===== src/core/mqrs_consts.svh =====
`ifndef MQRS_CONSTS_SVH
`define MQRS_CONSTS_SVH

// Read address bus layout
`define MQRS_ADDR_W        8
`define MQRS_QSEL_LSB      0
`define MQRS_QSEL_MSB      3
`define MQRS_NULL_BIT      4
`define MQRS_DEV_LSB       5
`define MQRS_DEV_MSB       7
`define MQRS_SECTOR_BIT    0

// Queue and data sizes
`define MQRS_NUM_Q         16
`define MQRS_QID_W         4
`define MQRS_DATA_W        36
`define MQRS_FLAG_W        8
`define MQRS_DEV_W         3

// Reset values
`define MQRS_RST_DEV_ID    3'h0

`endif


===== src/core/mqrs_pkg.sv =====
package mqrs_pkg;
    // Read selection state of the port
    typedef enum logic [1:0] {
        MQRS_IDLE   = 2'b00,
        MQRS_FALL   = 2'b01,
        MQRS_ACTIVE = 2'b10
    } mqrs_state_t;
endpackage


===== src/core/mqrs_sync2.sv =====
`timescale 1ns/1ps
`include "mqrs_consts.svh"
// Two-stage synchroniser for a pin level
module mqrs_sync2 #(
    parameter int W = 1
) (
    // Clock and reset
    input  wire logic         clock,
    input  wire logic         rst,
    // Data
    input  wire logic [W-1:0] din,
    output logic      [W-1:0] dout
);
    logic [W-1:0] stage1;   // First stage, read only by second
    logic [W-1:0] next_stage1;
    logic [W-1:0] next_dout;

    ////////////////////////////////////////////////////////////////
    // Next values
    always_comb begin
        next_stage1 = din;
        next_dout   = stage1;
    end

    // Registers
    always_ff @(posedge clock) begin
        if (rst) begin
            stage1 <= '0;
            dout   <= '0;
        end else begin
            stage1 <= next_stage1;
            dout   <= next_dout;
        end
    end
endmodule


===== src/core/mqrs_qdecode.sv =====
`timescale 1ns/1ps
`include "mqrs_consts.svh"
// Decodes a captured queue id into a one-hot select
module mqrs_qdecode
    import mqrs_pkg::*;
(
    // Clock and reset
    input  wire logic                       clock,
    input  wire logic                       rst,
    // Selection in
    input  wire logic                       valid,
    input  wire logic [`MQRS_QID_W-1:0]     qid,
    // One-hot select out
    output logic      [`MQRS_NUM_Q-1:0]     onehot
);
    logic [`MQRS_NUM_Q-1:0] next_onehot;   // Decoded select

    ////////////////////////////////////////////////////////////////
    // Decode, all zero when no real queue selected
    always_comb begin
        next_onehot = '0;
        if (valid) begin
            next_onehot[qid] = 1'b1;
        end
    end

    // Registers
    always_ff @(posedge clock) begin
        if (rst) begin
            onehot <= '0;
        end else begin
            onehot <= next_onehot;
        end
    end
endmodule


===== src/core/mqrs_read_select.sv =====
`timescale 1ns/1ps
`include "mqrs_consts.svh"
// Notes on behaviour
// - Eight-bit read address picks queue or sector
// - Low four bits pick one of sixteen
// - Bit four selects the null queue
// - Upper three bits must match device id
// - Queue address captured when address strobe high
// - Old queue word may leave on capture
// - New queue word falls through next edge
// - Strobed flag mode reuses address for sector
// - Sector selection matches upper bits to id
// - Bits four to one ignored for sector
// - Sector captured when flag strobe high
// - Read happens only with enable asserted
// - Queue selection ignores read enable
// - New queue data second cycle after select
// - Flag bus cycles without read enable
// - Read enable and output enable active low
module mqrs_read_select
    import mqrs_pkg::*;
(
    // Clock and reset
    input  wire logic                       clock,
    input  wire logic                       rst,
    // Pins from the read-side controller
    input  wire logic [`MQRS_ADDR_W-1:0]    read_queue_address,
    input  wire logic                       read_address_strobe,
    input  wire logic                       flag_sector_strobe,
    input  wire logic                       read_enable_n,
    input  wire logic                       output_enable_n,
    input  wire logic                       direct_flag_mode,
    // Device settings
    input  wire logic [`MQRS_DEV_W-1:0]     device_id,
    input  wire logic                       program_done_out,
    // Queue store side
    input  wire logic [`MQRS_DATA_W-1:0]    queue_head_data,
    input  wire logic [`MQRS_NUM_Q-1:0]     queue_almost_empty_n,
    // Outputs
    output logic      [`MQRS_QID_W-1:0]     read_queue_id,
    output logic                            read_queue_valid,
    output logic      [`MQRS_NUM_Q-1:0]     read_queue_onehot,
    output logic                            read_pop,
    output logic      [`MQRS_DATA_W-1:0]    data_out,
    output logic                            data_out_en,
    output logic      [`MQRS_FLAG_W-1:0]    almost_empty_ready_flag_bus,
    output logic                            flag_sector
);
    ////////////////////////////////////////////////////////////////
    // Overview
    // The read-side controller drives its pins on this port from its
    // own logic, so each pin level passes two flip-flops first.
    // All pins travel through one synchroniser group, so that the
    // strobes and the address they qualify stay aligned cycle for cycle.
    // The cost is two cycles of latency on every request.
    // A queue select seen on the pins before edge N is taken at N+2.
    // The first word of the new queue then falls through at N+3.
    // Flag sector strobes follow the same two-cycle path.
    // Device id and the programming status are same-clock signals,
    // so they are read directly, without synchronisers.
    //
    // Hazards
    // The reader must keep the two strobes apart; when both arrive,
    // each group acts on its own strobe and no priority is applied.
    // The reader must hold off the address strobe until programming
    // completes; a strobe seen earlier is dropped, not deferred.
    // An id mismatch deselects this device, so that only one device
    // of an expanded group ever drives the shared output bus.
    //
    // Limitations
    // Output enable gates the drive flag only; data_out keeps its word.
    // The fall-through word is loaded without a pop, since the store
    // shows its head word until a pop consumes it.
    // Polled mode alternates the two flag groups on every clock.
    //
    ////////////////////////////////////////////////////////////////
    // Pin synchronisers
    // Group width: address bits plus five single-bit controls
    localparam int SW = `MQRS_ADDR_W + 5;
    logic [SW-1:0] pins_raw;          // Raw pin group
    logic [SW-1:0] pins_s;            // Synchronised pin group
    logic [`MQRS_ADDR_W-1:0] addr_s;  // Address after sync
    logic astb_s;                     // Address strobe after sync
    logic fstb_s;                     // Flag strobe after sync
    logic ren_n_s;                    // Read enable after sync
    logic oe_n_s;                     // Output enable after sync
    logic dmode_s;                    // Flag mode after sync

    assign pins_raw = {read_queue_address, read_address_strobe, flag_sector_strobe,
                       read_enable_n, output_enable_n, direct_flag_mode};
    assign {addr_s, astb_s, fstb_s, ren_n_s, oe_n_s, dmode_s} = pins_s;

    mqrs_sync2 #(.W(SW)) u_sync (
        .clock (clock),
        .rst   (rst),
        .din   (pins_raw),
        .dout  (pins_s)
    );

    ////////////////////////////////////////////////////////////////
    // Address helpers
    // Upper address bits name the device within an expanded group.
    // Both queue select and sector select use the same comparison,
    // so it lives in one function.
    function automatic logic id_match(input logic [`MQRS_ADDR_W-1:0] a,
                                      input logic [`MQRS_DEV_W-1:0]  id);
        id_match = (a[`MQRS_DEV_MSB:`MQRS_DEV_LSB] == id);
    endfunction

    ////////////////////////////////////////////////////////////////
    // Queue selection state
    // Idle: no real queue of this device selected.
    // Fall: a queue was just taken; its head word loads next edge.
    // Active: the selected queue is read whenever enable is low.
    // A new select may arrive in any state and restarts the fall.
    // A null or foreign address returns the port to idle.
    mqrs_state_t            state;        // Read selection state
    mqrs_state_t            next_state;
    logic [`MQRS_QID_W-1:0] next_read_queue_id;
    logic                   next_read_queue_valid;
    logic                   sel_take;     // Queue select taken this edge

    // Next selection values
    always_comb begin
        next_state            = state;
        next_read_queue_id    = read_queue_id;
        next_read_queue_valid = read_queue_valid;
        // Strobe honoured only after programming, reader
        sel_take = astb_s && !program_done_out;
        if (sel_take) begin
            if (id_match(addr_s, device_id)) begin
                if (addr_s[`MQRS_NULL_BIT]) begin
                    next_read_queue_valid = 1'b0;
                    next_state            = MQRS_IDLE;
                end else begin
                    next_read_queue_id =
                        addr_s[`MQRS_QSEL_MSB:`MQRS_QSEL_LSB];
                    next_read_queue_valid = 1'b1;
                    next_state            = MQRS_FALL;
                end
            end else begin
                // Another device addressed, deselect here
                next_read_queue_valid = 1'b0;
                next_state            = MQRS_IDLE;
            end
        end else begin
            case (state)
                MQRS_IDLE:   next_state = MQRS_IDLE;
                MQRS_FALL:   next_state = MQRS_ACTIVE;
                MQRS_ACTIVE: next_state = MQRS_ACTIVE;
                default:     next_state = MQRS_IDLE;
            endcase
        end
    end

    // Selection registers
    always_ff @(posedge clock) begin
        if (rst) begin
            state            <= MQRS_IDLE;
            read_queue_id    <= '0;
            read_queue_valid <= 1'b0;
        end else begin
            state            <= next_state;
            read_queue_id    <= next_read_queue_id;
            read_queue_valid <= next_read_queue_valid;
        end
    end

    // Registered one-hot select
    // Decoded from the next values, so it changes on the same edge
    // as the registered queue id and valid flag.
    mqrs_qdecode u_dec (
        .clock  (clock),
        .rst    (rst),
        .valid  (next_read_queue_valid),
        .qid    (next_read_queue_id),
        .onehot (read_queue_onehot)
    );

    ////////////////////////////////////////////////////////////////
    // Output data path
    // The output word is held between loads, so the reader sees a
    // stable word while enable is high.
    // A pop pulse lasts one cycle and names the queue in read_queue_id.
    // On a select edge the old queue may still be read, because the
    // data path looks at the state before the new selection.
    // The drive flag follows output enable and the valid selection.
    logic                    next_read_pop;
    logic [`MQRS_DATA_W-1:0] next_data_out;
    logic                    next_data_out_en;

    // Next output values
    always_comb begin
        next_read_pop    = 1'b0;
        next_data_out    = data_out;
        next_data_out_en = !oe_n_s && read_queue_valid;
        case (state)
            MQRS_FALL: begin
                // First word of new queue falls through
                next_data_out = queue_head_data;
            end
            MQRS_ACTIVE: begin
                // Old or current queue still readable on select edge
                if (!ren_n_s) begin
                    next_read_pop = 1'b1;
                    next_data_out = queue_head_data;
                end
            end
            MQRS_IDLE: begin
                next_read_pop = 1'b0;
            end
            default: begin
                next_read_pop = 1'b0;
            end
        endcase
    end

    // Output registers
    always_ff @(posedge clock) begin
        if (rst) begin
            read_pop    <= 1'b0;
            data_out    <= '0;
            data_out_en <= 1'b0;
        end else begin
            read_pop    <= next_read_pop;
            data_out    <= next_data_out;
            data_out_en <= next_data_out_en;
        end
    end

    ////////////////////////////////////////////////////////////////
    // Flag sector selection and flag bus
    // Group zero holds queues seven to zero, group one the rest.
    // Strobed mode holds the chosen group until the next flag strobe.
    // Polled mode swaps groups every clock, with no strobe needed.
    // Read enable plays no part in either mode.
    // The flag bus is registered, so it trails the group by one edge.
    // Flags are active low, so the bus idles high after reset.
    logic                   next_flag_sector;
    logic [`MQRS_FLAG_W-1:0] next_flag_bus;

    // Next flag values, no read enable involved
    always_comb begin
        next_flag_sector = flag_sector;
        if (dmode_s) begin
            // Strobed mode: capture sector on flag strobe
            if (fstb_s && id_match(addr_s, device_id)) begin
                next_flag_sector = addr_s[`MQRS_SECTOR_BIT];
            end
        end else begin
            // Polled mode: alternate sectors every clock
            next_flag_sector = !flag_sector;
        end
        if (flag_sector) begin
            next_flag_bus = queue_almost_empty_n[`MQRS_NUM_Q-1:`MQRS_FLAG_W];
        end else begin
            next_flag_bus = queue_almost_empty_n[`MQRS_FLAG_W-1:0];
        end
    end

    // Flag registers
    always_ff @(posedge clock) begin
        if (rst) begin
            flag_sector                 <= 1'b0;
            almost_empty_ready_flag_bus <= '1;
        end else begin
            flag_sector                 <= next_flag_sector;
            almost_empty_ready_flag_bus <= next_flag_bus;
        end
    end
endmodule


===== config.mk =====
export PLATFORM = sky130hd
export DESIGN_NAME = mqrs_read_select
export DESIGN_NICKNAME = d
export VERILOG_FILES = /design/src/core/mqrs_pkg.sv /design/src/core/mqrs_sync2.sv /design/src/core/mqrs_qdecode.sv /design/src/core/mqrs_read_select.sv
export VERILOG_INCLUDE_DIRS = /design/src /design/src/core
export SDC_FILE = /design/constraint.sdc
export NUM_CORES = 1
export LEC_CHECK = 0
export BUFFER_PORTS_ARGS = -buffer_cell sky130_fd_sc_hd__buf_2
export CORE_MARGIN = 1
export CORE_UTILIZATION = 45
export CTS_CLUSTER_DIAMETER = 150
export CTS_CLUSTER_SIZE = 12
export DETAILED_ROUTE_END_ITERATION = 8
export PLACE_DENSITY = 0.77
export RECOVER_POWER = 50
export SYNTH_ARGS = -nofsm -noshare
export SYNTH_HDL_FRONTEND = slang
export SYNTH_SLANG_ARGS = --single-unit

===== constraint.sdc =====
create_clock -name clock -period 3 [get_ports clock]
set_clock_uncertainty 0.1 [all_clocks]
set_input_delay 0 -clock clock [delete_from_list [all_inputs] [get_ports clock]]
set_output_delay 0 -clock clock [all_outputs]
set_load 0.01 [all_outputs]

==> out/qor.csv <==
metric,value,unit
status,completed,
cp-start-kind,input pin,
slowest_stage,clkbuf_1,
period_share,73.31,%
first_global_vias,2902,
p_per_area,505.8,mW/mm²
area_delta_synth_final,48.97,%
hold_path.class,in -> reg,
cp_top_family,buffers and inverters,
ys_warn_count,0,
grt_usage,21.97,%
antennaDiodeCount,0,
internal-power,1918,µW
synth-xor-area-share,0.8143,%
dp.final_hpwl,4831,µm
num_vias,3025,
yosysSeqAreaShare,59.56,%
ir_worst_vdd,0.0003089,V
io-pin-count,139,
synth_mux_area_share,3.412,%
num_rows,30,
clkPwrFrac,37.2,%
die_h,86.68,µm
relSlewSlack,39.87,%
path_buf_inv,4,
crit_chain,dlygate4sd3_1 > clkbuf_1 > buf_4 > a211o_1 > dlygate4sd3_1,
netlist_instances,340,
io_buffer_count,138,
tightest_slew,0.9019,ns
clk_pin_slew,0.09,ns
antenna_found_initial,0,
synthSimpleGateAreaFrac,24.00,%
finalCriticalPeriod,2.199,ns
cp_max_fo,37,
p_sw,513.3,µW
place.gp.congestion,0.7419,
maxSlewViolCount,0,
power_frac_seq,54.3,%
mostFrequentLayoutCell,dfxtp_1,
ff_latch_area,0.001922,mm²
clock_latency,0.34,ns
arrival,2.39,ns
hp-start,device_id[0],
die_width,86.68,µm
post_cts_buffers,0,
rsz0062_at_grt,false,
die_area,0.007513,mm²
whs_path_depth,4,
syn_nets,413,
r2r-start,state[0],
cp_num_cells,5,
hold_violations,0,
combPwrFrac,8.5,%
drt-wirelength-per-cell,13.09,µm
maxCapViolCount,0,
timing.critical_path.mode_cell,dlygate4sd3_1,
detail_route.vias_per_cell,4.712,
switching_share,21.11,%
dp_slack,1.140,ns
fmax,454.7,MHz
grt_overflow,0,
layout.cells.most_common_list,"dfxtp_1 (96), nand2_1 (75), buf_2 (70)",
p_leak,0.001911,µW
final_antenna_net_count,0,
synth_top_family_by_area,simple AND/OR/NAND/NOR gates,
cpPeakStageDelay,0.67,ns
nFillCells,563,
cts_tree,yes,
cts_sinks,96,
setup_viol,0,
initial_core_util,46.98,%
setup_ws,0.8007,ns
grt_pass1_wl,12680,µm
drt-initial-drc-count,71,
clockRootBuffer,clkbuf_8,
grt_max_degree,38,
ff2ff_setup_slack,1.08,ns
r2r-end,data_out[12],
synthDistinctLibCells,32,
hold_path_end,state[0],
core,0.006869,mm²
ys_seq_elements,96,
cp-end-kind,flop,
final.setup.tns,0,ns
synth-compound-area-share,8.879,%
critPathKind,in -> reg,
htree_levels,3,
fin_nets,614,
synthesis.area,0.003227,mm²
multi_input_area,0.001222,mm²
wl,8406,µm
dr.pass1.iters,4,
r2r_cells,6,
synth_fa_ha_area_share,0.7755,%
drive_gt1_share,17.40,%
cts_buffer_depth,2,
cts_buffers,9,
syn_avg_cell_area,9.491,µm²
drc,0,
cp.required,3.19,ns
==> flip-flops by register name, indices dropped and copies added (netlist names) <==
| name | flops |
|---|---|
| almost_empty_ready_flag_bus | 8 |
| data_out | 36 |
| data_out_en | 1 |
| flag_sector | 1 |
| read_pop | 1 |
| read_queue_id | 4 |
| read_queue_valid | 1 |
| state | 2 |
| u_dec.onehot | 16 |
| u_sync.dout | 13 |
| u_sync.next_dout | 13 |
==> area by class of cell <==
type	instances	area share (%)
Sequential cell	96	39.98
Timing Repair Buffer	208	27.28
Multi-Input combinational cell	223	25.43
Clock buffer	10	2.863
Tap cell	96	2.499
Clock inverter	6	1.718
Inverter	3	0.2343
==> per-stage QoR <==
stage	utilization [%]	area, µm²	power [µW]	std cells	hold WS (ns)
after floorplan	-	3227	1411	340	0.02234
after global placement	58.25	4001	1479	559	0.1054
after detailed placement	58.25	4001	1483	559	0.1138
after CTS	71.22	4892	2449	642	0.1004
after global routing	69.98	4807	2526	642	0.1215
final	69.98	4807	2431	642	0.09232
==> synth_stat cells, drive strengths merged <==
master,count,area [µm²]
nor4,1,6.260
a22oi,1,7.510
nor2b,39,244.0
clkbuf,9,33.78
a21oi,39,195.2
nand2,75,281.5
a211o,8,70.07
o31ai,1,7.510
dfxtp,96,1922
nor3,3,15.01
inv,3,11.26
a31oi,1,6.260
and4,1,10.01
and4b,1,10.01
or3,1,6.260
nor2,26,97.59
mux2,2,26.27
nand4b,1,8.760
buf,9,37.53
nor4bb,1,10.01
nor4b,2,17.52
nand4,2,27.53
nor3b,3,27.52
mux2i,8,83.83
nand2b,2,12.51
ha,2,25.02
xnor2,3,26.28
==> power by group through the flow <==
stage	Clock, µW	Combinational, µW	Sequential, µW
after floorplan	0	62.5	1350
after global placement	0	131	1350
after detailed placement	0	133	1350
after CTS	925	204	1320
after global routing	978	222	1330
final	904	206	1320
==> logic make-up after synthesis <==
| family | Yosys count |
|---|---|
| buf+inv | 21 |
| flops | 96 |
| fa+ha+maj | 2 |
| simple gates | 158 |
| compound gates | 50 |
| xor+xnor | 3 |
| mux | 10 |
==> worst max-delay path by stage <==
| stage | startpoint | end | slack, ns |
|---|---|---|---|
| 4_1_cts | flag_sector | almost_empty_ready_flag_bus[7] | 1.08 |
| 3_3_place_gp | state[0] | data_out[24] | 1.23 |
| 5_1_grt | rst | almost_empty_ready_flag_bus[0] | 0.70 |
| 2_1_floorplan | state[0] | data_out[2] | 1.42 |
| 6_report | rst | almost_empty_ready_flag_bus[4] | 0.80 |
| 3_5_place_dp | state[0] | data_out[15] | 1.14 |
==> worst reg2reg max path, delay by kind of cell (launching register included) <==
| kind | cells | cell delay (ns) |
|---|---|---|
| AO/OA/AOI/OAI | 1 | 0.15 |
| AND/OR/NAND/NOR | 1 | 0.09 |
| buffers and inverters | 2 | 0.31 |
| multiplexers | 1 | 0.66 |
| flip-flops | 1 | 0.33 |
| adder cells (fa/ha/maj) | 1 | 0.22 |
==> metal layers <==
layer  up-vias  wire length [µm]  track usage [%]  part of all wire (%)
met5         -                 0                0                     0
met4         0               368            15.61                   4.4
met3        41               472            5.238                   5.6
met2       137              4223            38.31                    50
met1      1341              3341            23.34                    40
li1       1506                 -                -                     -
==> repair_timing <==
item,4_1_cts,5_1_grt
hold buffers,67,0
gates resized for setup,0,0
hold endpoints to repair,68,0
Power figures use the tool's default switching activity.
